$ cat src/logic/ldl_defs.vh
// Constants for the line driver level and termination register bank
// Operation
// - Crossed plus-one level code, bits 11-6, reset 0x10
// - Straight plus-one level code, bits 5-0, reset 0x10
// - Linear code: 0x08=50%, 0x18=150%, 6.25% steps
// - Straight 10M termination code, bits 15-12, reset 0
// - Straight termination override enable, bit 11
// - Crossed 10M termination code, bits 10-7, reset 0
// - Crossed termination override enable, bit 6
// - Termination register at 0x30E, bits 5-0 read zero
// - Analog program register at 0x404, reads zero
// - Level register at 0x30C, reset 0x410
`ifndef LDL_DEFS_VH
`define LDL_DEFS_VH

// ----------------------------------------------------------------
// Register word indices (byte address is index times four)
// ----------------------------------------------------------------
`define LDL_IDX_LEVELS      12'h30C
`define LDL_IDX_TERM        12'h30E
`define LDL_IDX_ANALOG      12'h404
`define LDL_ADDR_W          14

// ----------------------------------------------------------------
// Field positions and reset values
// ----------------------------------------------------------------
`define LDL_LEVELS_RST      16'h0410
`define LDL_TERM_RST        16'h0000
`define LDL_ANALOG_RST      16'h0000
`define LDL_LEVEL_RST       6'h10
`define LDL_LEVEL_LO        6'h08
`define LDL_LEVEL_HI        6'h18
`define LDL_XLVL_MSB        11
`define LDL_XLVL_LSB        6
`define LDL_SLVL_MSB        5
`define LDL_SLVL_LSB        0
`define LDL_STERM_MSB       15
`define LDL_STERM_LSB       12
`define LDL_STERM_EN        11
`define LDL_XTERM_MSB       10
`define LDL_XTERM_LSB       7
`define LDL_XTERM_EN        6

`endif

$ cat src/logic/ldl_regs.v
// APB register bank for line driver drive levels and 10M termination
//
// The APB slave port was decided locally.
`include "ldl_defs.vh"

module ldl_regs
(
    clk_sys,
    rst,
    psel,
    penable,
    pwrite,
    paddr,
    pwdata,
    prdata,
    pready,
    pslverr,
    crossed_plus_level_code,
    straight_plus_level_code,
    straight_slow_term_code,
    straight_slow_term_override_on,
    crossed_slow_term_code,
    crossed_slow_term_override_on,
    straight_plus_level_pct_x100,
    crossed_plus_level_pct_x100
);
    input  wire        clk_sys;                        // System clock, 25 MHz
    input  wire        rst;                            // Async reset, active high
    input  wire        psel;                           // APB select
    input  wire        penable;                        // APB access phase
    input  wire        pwrite;                         // APB direction
    input  wire [`LDL_ADDR_W-1:0] paddr;               // APB byte address
    input  wire [31:0] pwdata;                         // APB write data
    output reg  [31:0] prdata;                         // APB read data
    output reg         pready;                         // APB ready
    output reg         pslverr;                        // APB error, unmapped
    output reg  [5:0]  crossed_plus_level_code;        // Crossed plus-one level
    output reg  [5:0]  straight_plus_level_code;       // Straight plus-one level
    output reg  [3:0]  straight_slow_term_code;        // Straight 10M termination
    output reg         straight_slow_term_override_on; // Straight override active
    output reg  [3:0]  crossed_slow_term_code;         // Crossed 10M termination
    output reg         crossed_slow_term_override_on;  // Crossed override active
    output reg  [13:0] straight_plus_level_pct_x100;   // Straight amplitude, 0.01 %
    output reg  [13:0] crossed_plus_level_pct_x100;    // Crossed amplitude, 0.01 %

    // ----------------------------------------------------------------
    // Storage
    // ----------------------------------------------------------------
    reg  [15:0] levels_q;                              // Plus-one level register
    reg  [15:0] term_q;                                // Termination register
    reg         phase_q;                               // Access phase seen, ready next

    // ----------------------------------------------------------------
    // Decode helpers
    // ----------------------------------------------------------------
    // Linear code to amplitude in hundredths of a percent, 625 per step
    function [13:0] lvl_pct;
        input [5:0] code;
        begin
            lvl_pct = code * 14'd625;
        end
    endfunction

    // Word-aligned address match
    function hit;
        input [`LDL_ADDR_W-1:0] a;
        input [11:0]            idx;
        begin
            hit = (a == {idx, 2'b00});
        end
    endfunction

    wire acc      = psel & penable & ~pready;          // One-shot access
    wire sel_lvl  = hit(paddr, `LDL_IDX_LEVELS);
    wire sel_term = hit(paddr, `LDL_IDX_TERM);
    wire sel_ana  = hit(paddr, `LDL_IDX_ANALOG);
    wire mapped   = sel_lvl | sel_term | sel_ana;

    // ----------------------------------------------------------------
    // Register writes and APB answer
    // ----------------------------------------------------------------
    // Ready one cycle into the access phase; the write lands on that edge
    always @(posedge clk_sys or posedge rst)
    begin
        if (rst)
        begin
            levels_q <= `LDL_LEVELS_RST;
            term_q   <= `LDL_TERM_RST;
            phase_q  <= 1'b0;
            pready   <= 1'b0;
            pslverr  <= 1'b0;
            prdata   <= 32'h00000000;
        end
        else
        begin
            pready  <= acc;
            pslverr <= acc & ~mapped;
            phase_q <= acc;
            if (acc & pwrite & sel_lvl)
            begin
                // Upper nibble belongs to another field set, kept zero here
                levels_q <= {4'h0, pwdata[11:0]};
            end
            if (acc & pwrite & sel_term)
            begin
                // Low six bits reserved, writes dropped
                term_q <= {pwdata[15:6], 6'h00};
            end
            // Analog register holds only reserved bits, writes dropped
            if (acc & ~pwrite)
            begin
                if (sel_lvl)
                    prdata <= {16'h0000, levels_q};
                else if (sel_term)
                    prdata <= {16'h0000, term_q};
                else
                    prdata <= 32'h00000000;
            end
            else
                prdata <= 32'h00000000;
        end
    end

    // ----------------------------------------------------------------
    // Driver-facing outputs, registered
    // ----------------------------------------------------------------
    always @(posedge clk_sys or posedge rst)
    begin
        if (rst)
        begin
            crossed_plus_level_code        <= `LDL_LEVEL_RST;
            straight_plus_level_code       <= `LDL_LEVEL_RST;
            straight_slow_term_code        <= 4'h0;
            straight_slow_term_override_on <= 1'b0;
            crossed_slow_term_code         <= 4'h0;
            crossed_slow_term_override_on  <= 1'b0;
            straight_plus_level_pct_x100   <= 14'h2710;
            crossed_plus_level_pct_x100    <= 14'h2710;
        end
        else
        begin
            crossed_plus_level_code  <= levels_q[`LDL_XLVL_MSB:`LDL_XLVL_LSB];
            straight_plus_level_code <= levels_q[`LDL_SLVL_MSB:`LDL_SLVL_LSB];
            straight_plus_level_pct_x100 <= lvl_pct(levels_q[5:0]);
            crossed_plus_level_pct_x100  <= lvl_pct(levels_q[11:6]);
            // Code reaches the driver only while its override is on
            straight_slow_term_override_on <= term_q[`LDL_STERM_EN];
            straight_slow_term_code <= term_q[`LDL_STERM_EN] ?
                                       term_q[`LDL_STERM_MSB:`LDL_STERM_LSB] : 4'h0;
            crossed_slow_term_override_on <= term_q[`LDL_XTERM_EN];
            crossed_slow_term_code <= term_q[`LDL_XTERM_EN] ?
                                      term_q[`LDL_XTERM_MSB:`LDL_XTERM_LSB] : 4'h0;
        end
    end

endmodule

$ cat config.mk
export PLATFORM = sky130hd
export DESIGN_NAME = ldl_regs
export DESIGN_NICKNAME = d
export VERILOG_FILES = /design/src/logic/ldl_regs.v
export VERILOG_INCLUDE_DIRS = /design/src /design/src/logic
export SDC_FILE = /design/constraint.sdc
export NUM_CORES = 1
export LEC_CHECK = 0
export ABC_CLOCK_PERIOD_IN_PS = 3900
export BUFFER_PORTS_ARGS = -buffer_cell sky130_fd_sc_hd__buf_2
export CELL_PAD_IN_SITES_DETAIL_PLACEMENT = 0
export CELL_PAD_IN_SITES_GLOBAL_PLACEMENT = 1
export CORE_MARGIN = 5
export CORE_UTILIZATION = 40
export DETAILED_ROUTE_END_ITERATION = 8
export PLACE_DENSITY_LB_ADDON = 0.1
export SYNTH_ARGS = -nofsm -noshare
export SYNTH_HDL_FRONTEND = slang
export SYNTH_SLANG_ARGS = --single-unit
$ cat constraint.sdc
create_clock -name clk_sys -period 3.9 [get_ports clk_sys]
set_input_delay 0.195 -clock clk_sys [delete_from_list [all_inputs] [get_ports clk_sys]]
set_output_delay 0.195 -clock clk_sys [all_outputs]
set_load 0.02 [all_outputs]
==> metrics.cfg, run 1 <==
[outcome]
outcome=completed

[setup_path]
worstSetupPathType=flip-flop to flip-flop
startpoint_type=flip-flop
arrival_ns=3.62
cp-end-kind=flip-flop
crit_fanout=9
regToRegEndpoint=crossed_plus_level_pct_x100[13]$_DFF_PP1_
reg2regPathDepth=8
r2r_start=levels_q[10]$_DFFE_PP1P_
cp.required_ns=4.17
worstSetupStartpoint=levels_q[10]$_DFFE_PP1P_
worstSetupEndpoint=crossed_plus_level_pct_x100[13]$_DFF_PP1_
r2r_setup_slack_ns=0.55

[final_layout]
final_common_cell=buf_2
final_cell_mix=buf_2 (102), dfrtp_1 (68), ha_1 (46), inv_1 (34), conb_1 (16)
num-fill-cells=956
layout.nets=539
areaGrowthSynthToFinish_pct=19.0
final_cell_area_um2=5020
drive_gt1_frac=0.372
num_antenna_cells=0

[place]
io_buffer_count=102
dpl-instance-area_um2=4760
gp_congestion=0.748
hpwl_um=6280

[timing]
finalMaxSlewViolations=0
tns_ns=0
worst_pin_slew_ns=0.946
relSlewSlack=0.365
fmax_ghz=0.298
setup_violations=0
rsz0062_at_grt=no
period_needed_ns=3.35
hold_viol_final=0
fin_crit_sh=0.859
fin_worst_skew_ns=0.0100

[clocking]
cts_buffers=9
cts_buffer_depth=2
postCtsHoldBufs=0
post_cts_resized=0
root_buffer=clkbuf_8
clk_pin_slew_ns=0.08
cts.sinks=82
insertion_delay_ns=0.34
htreeDepth=3
cts_tree=done
cts_setup_buffers=0

[logic_synthesis]
yosysWarnings=0
syn_avg_cell_area_um2=12.9
postSynthCellCount=328
syn_area_um2=4220
ys_async_sr_fraction=1.00
yosysSeqAreaShare=0.491
synthFlopType=dfrtp_1
ys_ff_latch=82
synth_edf_count=0
ys_types=43

[global_routing]
overflow=0
grt_pass1_vias=2691
grt_max_degree=53
gr-usage-all-layers=0.136
antenna_found_initial=0
grt_pass1_wl_um=13600

[floorplanning]
dieArea_um2=12700
initial_utilization=0.408
dieHeight_um=113
die_w_um=113
coreArea_um2=10300
io-pin-count=135
row_count=37

[route]
drt-initial-drc-count=78
vias=2572
totalWireLength_um=8200
drtAntennaViolNets=0
drc=0
vias_per_cell=4.52
firstDrtPassIters=4
wl_per_cell_um=14.4

[power_and_ir_drop]
p_total_mw=1.68
vdd_drop_max_v=0.000188
p_leak_nw=2.99
power_density_nw_per_um2=334

[min_path]
hold_path.class=input pin to async pin

[flow_run]
maxCapViolCount=0

==> registers in the layout, indices dropped and copies added, names as in the netlist <==
register,count
straight_slow_term_code,4
straight_slow_term_override_on,1
levels_q,12
pready,1
pslverr,1
term_q,10
crossed_slow_term_override_on,1
prdata,16
crossed_plus_level_pct_x100,14
straight_plus_level_code,2
straight_plus_level_pct_x100,14
crossed_plus_level_code,2
crossed_slow_term_code,4
==> worst max-delay path, stage by stage, from the launching register on <==
cell,delay [ns]
dfstp_2,0.67
fa_1,0.48
fa_1,0.49
ha_1,0.30
ha_1,0.34
and3_1,0.16
a221o_1,0.35
o41ai_1,0.32
xnor2_1,0.16
==> cells in the mapped netlist, types with 3 or more instances <==
| master | instances | area (um^2) |
|---|---|---|
| nor2_1 | 13 | 48.8 |
| a21oi_1 | 6 | 30.0 |
| nand2b_1 | 4 | 25.0 |
| mux2_4 | 10 | 150 |
| nand2_1 | 3 | 11.3 |
| mux2_2 | 12 | 135 |
| buf_4 | 24 | 180 |
| dfrtp_1 | 68 | 1700 |
| xor2_1 | 3 | 26.3 |
| and2_1 | 8 | 50.1 |
| and3_1 | 8 | 50.1 |
| fa_1 | 14 | 280 |
| nor3_1 | 7 | 35.0 |
| xnor2_1 | 8 | 70.1 |
| dfstp_2 | 14 | 368 |
| inv_1 | 35 | 131 |
| nand3_1 | 3 | 15.0 |
| mux2i_1 | 6 | 60.1 |
| ha_1 | 46 | 576 |
==> metal layers <==
layer / vias to the layer above / routed length [um] / global-route usage
met5: - / 0 / 0
met4: 0 / 100 / 0.0385
met3: 9 / 457 / 0.0383
met2: 58 / 4030 / 0.222
met1: 1246 / 3610 / 0.178
li1: 1259 / - / -
==> final cells by class <==
type	instances	area, um^2	area share
inverter	35	133	0.0264
timing repair buffer	103	518	0.103
sequential	82	2070	0.413
clock buffer	12	155	0.0309
multi-input combinational	197	1870	0.373
tap	136	170	0.0339
clock inverter	4	98.8	0.0197
==> how the worst min path moves through the flow <==
stage                                                     end  cells after the start
detailed placement                        prdata[0]$_DFF_PP0_                      2
global route                          levels_q[3]$_DFFE_PP0P_                      2
floorplan                              term_q[10]$_DFFE_PP0P_                      1
global placement    straight_plus_level_pct_x100[0]$_DFF_PP0_                      2
CTS                                       prdata[4]$_DFF_PP0_                      2
finish              straight_plus_level_pct_x100[1]$_DFF_PP0_                      2
==> power by group <==
group          switching, mW  total, mW  leakage, nW  internal, mW
sequential          0.000529      0.852         1.09         0.852
clock                  0.299      0.761        0.127         0.462
combinational         0.0459     0.0635         1.77        0.0176
total                  0.345       1.68         2.99          1.33
==> through the flow <==
stage	util	instances	hold slack, ns	worst slack (ns)
3_3_place_gp	0.461	553	0.399	0.569
5_1_grt	0.486	569	0.0591	0.335
6_report	0.486	569	0.0122	0.549
4_1_cts	0.486	569	0.0340	0.510
3_5_place_dp	0.461	553	0.410	0.544
2_1_floorplan	-	343	0.344	0.768
==> logic make-up (layout without fill, tap and decap cells) <==
group	after synthesis	in the layout	share of synthesized area
flops	82	82	0.491
buf+inv	64	154	0.0807
simple gates	62	62	0.0869
fa+ha+maj	60	60	0.203
mux	28	28	0.0819
compound gates	20	20	0.0329
xor+xnor	11	11	0.0229
other cells	1	16	0.000889
Power figures use the tool's default switching activity.
==> run 2: changes to the inputs <==
Settings changed: CTS_BUF_LIST from default to sky130_fd_sc_hd__clkbuf_4 sky130_fd_sc_hd__clkbuf_8 sky130_fd_sc_hd__clkbuf_16, SLEW_MARGIN from default to 20.
==> run 2 against run 1 <==
  * Hold slack unchanged
  * Largest cell class unchanged
  * Via count unchanged
  * Global-route usage unchanged
==> metrics.cfg, run 2 (synthesis results as in run 1) <==
[clocking]
clk_pin_slew_ns=0.09  ; about the same
cts_tree=done
htreeDepth=3  ; unchanged
postCtsHoldBufs=0  ; unchanged
cts_buffers=9  ; unchanged
insertion_delay_ns=0.34  ; about the same
root_buffer=clkbuf_8
cts_setup_buffers=0  ; unchanged
cts.sinks=82  ; unchanged
post_cts_resized=0  ; unchanged
cts_buffer_depth=2  ; unchanged

[timing]
fin_crit_sh=0.859  ; about the same
rsz0062_at_grt=no
finalMaxSlewViolations=0  ; unchanged
worst_pin_slew_ns=0.946  ; -0.000140 ns
period_needed_ns=3.35  ; +0.0000940 ns
relSlewSlack=0.365  ; about the same
tns_ns=0  ; unchanged
fmax_ghz=0.298  ; about the same
fin_worst_skew_ns=0.0101  ; +0.0000741 ns
setup_violations=0  ; unchanged
hold_viol_final=0  ; unchanged

[setup_path]
crit_fanout=9  ; unchanged
cp.required_ns=4.17  ; about the same
max_stage_delay_ns=0.67  ; about the same
r2r_start=levels_q[10]$_DFFE_PP1P_
reg2regPathDepth=8  ; unchanged
startpoint_type=flip-flop
crit_path_cell_trace=fa_1 -> fa_1 -> ha_1 -> ha_1 -> and3_1 -> a221o_1 -> o41ai_1 -> xnor2_1
worstSetupPathType=flip-flop to flip-flop
slowest_stage=dfstp_2
arrival_ns=3.62  ; about the same
regToRegEndpoint=crossed_plus_level_pct_x100[13]$_DFF_PP1_
cp-end-kind=flip-flop
r2r_setup_slack_ns=0.55  ; about the same

[global_routing]
grt_max_degree=53  ; unchanged
grt_pass1_wl_um=13600  ; unchanged
grt_pass1_vias=2691  ; unchanged
overflow=0  ; unchanged
antenna_found_initial=0  ; unchanged
gr-usage-all-layers=0.136  ; unchanged

[route]
vias_per_cell=4.52  ; unchanged
drt-initial-drc-count=76  ; -2.6%
wl_per_cell_um=14.4  ; unchanged
firstDrtPassIters=4  ; unchanged
drtAntennaViolNets=0  ; unchanged
vias=2572  ; unchanged
drc=0  ; unchanged
totalWireLength_um=8200  ; unchanged

[final_layout]
num_antenna_cells=0  ; unchanged
largest_reg_flops=16  ; unchanged
largestRegisters=prdata x16, crossed_plus_level_pct_x100 x14, straight_plus_level_pct_x100 x14
areaGrowthSynthToFinish_pct=19.1  ; about the same
final_cell_mix=buf_2 (102), dfrtp_1 (68), ha_1 (46), inv_1 (34), conb_1 (16)
final_common_cell=buf_2
final_cell_area_um2=5020  ; about the same
layout.nets=539  ; unchanged
regMostFlops=prdata
drive_gt1_frac=0.374  ; +0.00231

[power_and_ir_drop]
power_density_nw_per_um2=335  ; +0.34%
p_leak_nw=2.99  ; +0.11%
vdd_drop_max_v=0.000188  ; about the same

[place]
io_buffer_count=102  ; unchanged
dpl-instance-area_um2=4760  ; unchanged
hpwl_um=6280  ; unchanged
gp_congestion=0.748  ; unchanged

[floorplanning]
coreArea_um2=10300  ; unchanged
dieArea_um2=12700  ; unchanged
io-pin-count=135  ; unchanged
initial_utilization=0.408  ; unchanged
dieHeight_um=113  ; unchanged
die_w_um=113  ; unchanged
row_count=37  ; unchanged

[flow_run]
maxCapViolCount=0  ; unchanged

[outcome]
outcome=completed

[min_path]
hold_path.class=input pin to async pin

==> run 2: cell counts in the layout (fill, tap and decap cells not counted) <==
No cell type changed its count.
==> run 2: stage by stage <==
| step | hold slack, ns | setup slack [ns] | power, mW | cells | utilization |
|---|---|---|---|---|---|
| 3_5_place_dp | 0.410 | 0.544 | 0.934 | 553 | 0.461 |
| 3_3_place_gp | 0.399 | 0.569 | 0.933 | 553 | 0.461 |
| 6_report | 0.0122 | 0.549 | 1.68 | 569 | 0.486 |
| 5_1_grt | 0.0591 | 0.335 | 1.76 | 569 | 0.486 |
| 4_1_cts | 0.0340 | 0.509 | 1.71 | 569 | 0.486 |
| 2_1_floorplan | 0.344 | 0.768 | 0.917 | 343 | - |
==> run 2: layer usage <==
layer,GRT usage,share of wire
met1,0.178,0.44
met4,0.0385,0.012
met3,0.0383,0.056
met2,0.222,0.49
met5,0,0
==> run 2: layout make-up <==
type,instances,area (um^2)
clock inverter,4,98.8
fill,954,5300
inverter,35,133
timing repair buffer,103,518
clock buffer,12,159
tap,136,170
multi-input combinational,197,1870
sequential,82,2070
==> run 2: worst max-delay path: cells and delay by family (launching register included) <==
family | cells | cell delay (ns)
and+or+nand+nor | 1 | 0.16
xor gates and xnor gates | 1 | 0.16
AOI/OAI and AO/OA | 2 | 0.67
adders and majority gates | 4 | 1.61
DFF | 1 | 0.67
==> run 2: worst max path at each step <==
stage | end | cells after the start | start | slack, ns
after global routing | crossed_plus_level_pct_x100[13]$_DFF_PP1_ | 10 | levels_q[10]$_DFFE_PP1P_ | 0.33
after CTS | crossed_plus_level_pct_x100[13]$_DFF_PP1_ | 10 | levels_q[10]$_DFFE_PP1P_ | 0.51
after global placement | crossed_plus_level_pct_x100[13]$_DFF_PP1_ | 8 | levels_q[10]$_DFFE_PP1P_ | 0.57
after floorplan | crossed_plus_level_pct_x100[13]$_DFF_PP1_ | 10 | levels_q[10]$_DFFE_PP1P_ | 0.77
final | crossed_plus_level_pct_x100[13]$_DFF_PP1_ | 8 | levels_q[10]$_DFFE_PP1P_ | 0.55
after detailed placement | crossed_plus_level_pct_x100[13]$_DFF_PP1_ | 8 | levels_q[10]$_DFFE_PP1P_ | 0.54
==> run 2: power breakdown <==
part / total, mW / internal, mW / switching [mW]
Combinational: 0.0635 / 0.0176 / 0.0459
Sequential: 0.852 / 0.852 / 0.000529
Clock: 0.768 / 0.469 / 0.299
==> run 3: changes to the inputs <==
Settings changed: REMOVE_ABC_BUFFERS from default to 1.
==> run 3 against run 2 <==
  * Register-to-register slack about the same
  * Power shrank 11%
  * First-iteration DRC count is 7.9% lower
  * Sequential share of layout area rose by 0.51 points
  * Largest cell class unchanged
  * Highest routed layer unchanged
==> metrics.cfg, run 3 (synthesis results as in run 1) <==
[outcome]
outcome=completed

[timing]
rsz0062_at_grt=no
fmax_ghz=0.297  ; -0.36%
setup_violations=0  ; unchanged
fin_worst_skew_ns=0.00973  ; -0.000363 ns
fin_crit_sh=0.862  ; +0.00307
tns_ns=0  ; unchanged
finalMaxSlewViolations=0  ; unchanged
relSlewSlack=0.367  ; +0.00264
period_needed_ns=3.36  ; +0.0120 ns
hold_viol_final=0  ; unchanged
final.setup.worst_slack_ns=0.537  ; -0.0120 ns
worst_pin_slew_ns=0.940  ; -0.00553 ns

[global_routing]
grt_pass1_wl_um=13400  ; -1.5%
antenna_found_initial=0  ; unchanged
grt_pass1_vias=2659  ; -1.2%
grt_max_degree=52  ; -1.9%
gr-usage-all-layers=0.133  ; -0.00287
overflow=0  ; unchanged

[route]
drc=0  ; unchanged
wl_per_cell_um=14.1  ; -1.9%
firstDrtPassIters=4  ; unchanged
vias=2626  ; +2.1%
vias_per_cell=4.61  ; +1.9%
drtAntennaViolNets=0  ; unchanged
drt-initial-drc-count=70  ; -7.9%
totalWireLength_um=8050  ; -1.8%

[place]
place_worst_setup_slack_ns=0.581  ; +0.0371 ns
placedCellCount=553  ; unchanged
hpwl_um=6090  ; -2.9%
gp_congestion=0.716  ; -4.3%
io_buffer_count=102  ; unchanged

[clocking]
cts.sinks=82  ; unchanged
root_buffer=clkbuf_8
cts_buffer_depth=2  ; unchanged
htreeDepth=3  ; unchanged
insertion_delay_ns=0.35  ; about the same
clk_pin_slew_ns=0.09  ; about the same
cts_setup_buffers=0  ; unchanged
cts_tree=done
cts_buffers=9  ; unchanged

[final_layout]
layout.nets=540  ; +0.19%
largestRegisters=prdata x16, crossed_plus_level_pct_x100 x14, straight_plus_level_pct_x100 x14
num-fill-cells=947  ; -0.73%
finalNonFillerCells=570  ; +0.18%
num_antenna_cells=0  ; unchanged
final_common_cell=buf_2
areaGrowthSynthToFinish_pct=17.6
largest_reg_flops=16  ; unchanged
drive_gt1_frac=0.373  ; -0.000862
regMostFlops=prdata
final_cell_mix=buf_2 (102), dfrtp_1 (68), ha_1 (46), inv_1 (34), conb_1 (16)

[setup_path]
arrival_ns=3.64  ; +0.02 ns
startpoint_type=flip-flop
crit_fanout=9  ; unchanged
cp.required_ns=4.18  ; about the same
cp-end-kind=flip-flop
worstSetupPathType=flip-flop to flip-flop

[floorplanning]
die_w_um=113  ; unchanged
dieHeight_um=113  ; unchanged
initial_utilization=0.408  ; unchanged
row_count=37  ; unchanged
coreArea_um2=10300  ; unchanged
io-pin-count=135  ; unchanged
dieArea_um2=12700  ; unchanged

[power_and_ir_drop]
p_total_mw=1.49  ; -11%
power_density_nw_per_um2=301  ; -10%
combPwrFrac=0.043  ; +0.005
power_frac_seq=0.571  ; +0.065
swShare=0.246  ; +0.0413
p_leak_nw=2.96  ; -0.96%
power.switching_mw=0.368  ; +6.6%
vdd_drop_max_v=0.000138  ; -27%
p_int_mw=1.13  ; -16%
clkPwrFrac=0.386  ; -0.070

[flow_run]
maxCapViolCount=0  ; unchanged

[min_path]
hold_path.class=input pin to flip-flop

[run 3: power groups by stage]
stage | Sequential, mW | Combinational, mW | Clock (mW)
3_5_place_dp | 0.868 | 0.0652 | 0
6_report | 0.852 | 0.0640 | 0.577
3_3_place_gp | 0.868 | 0.0648 | 0
4_1_cts | 0.852 | 0.0660 | 0.600
2_1_floorplan | 0.870 | 0.0318 | 0
5_1_grt | 0.853 | 0.0726 | 0.639
[run 3: worst max-delay path: stages (launching register included)]
cell	delay (ns)
dfstp_2	0.66
fa_1	0.49
fa_1	0.48
ha_1	0.31
ha_1	0.35
and3_1	0.16
a221o_1	0.34
o41ai_1	0.33
xnor2_1	0.17
[run 3: area by class of cell]
cell class	count	area (um^2)	area share
clock inverters	6	48.8	0.00984
repair buffers	104	528	0.106
well taps	136	170	0.0343
inverters	35	133	0.0267
clock buffers	10	138	0.0278
multi-input cells	197	1870	0.377
flip-flops and latches	82	2070	0.417
[run 3: per-layer routing]
metal | wire [um] | global-route usage
met5 | 0 | 0
met4 | 104 | 0.0433
met3 | 525 | 0.0404
met2 | 4030 | 0.228
met1 | 3390 | 0.161
[run 3: per-stage QoR]
stage	hold WS, ns	utilization	instance area (um^2)
CTS	0.0513	0.480	4960
detailed placement	0.389	0.461	4760
global route	0.0499	0.480	4960
floorplan	0.266	-	4060
global placement	0.384	0.461	4760
finish	0.0671	0.480	4960
[run 3: final timing paths]
kind                                               start                                        end  slack, ns  depth (start not counted)
worst max register to register  levels_q[10]$_DFFE_PP1P_  crossed_plus_level_pct_x100[13]$_DFF_PP1_       0.54                          8
worst min register to register   levels_q[4]$_DFFE_PP1P_      straight_plus_level_code[4]$_DFF_PP1_       0.45                          0
worst min-delay path                          pwdata[14]                     term_q[14]$_DFFE_PP0P_       0.07                          2
max in group asynchronous                            rst  straight_plus_level_pct_x100[4]$_DFF_PP1_       2.44                          4
worst max-delay path            levels_q[10]$_DFFE_PP1P_  crossed_plus_level_pct_x100[13]$_DFF_PP1_       0.54                          8
min in group asynchronous                            rst       straight_slow_term_code[0]$_DFF_PP0_       0.52                          3
[run 3: timing repair]
action	CTS	global route
hold buffers	1	0
gates resized for setup	0	0
endpoints found under the hold margin	22	0
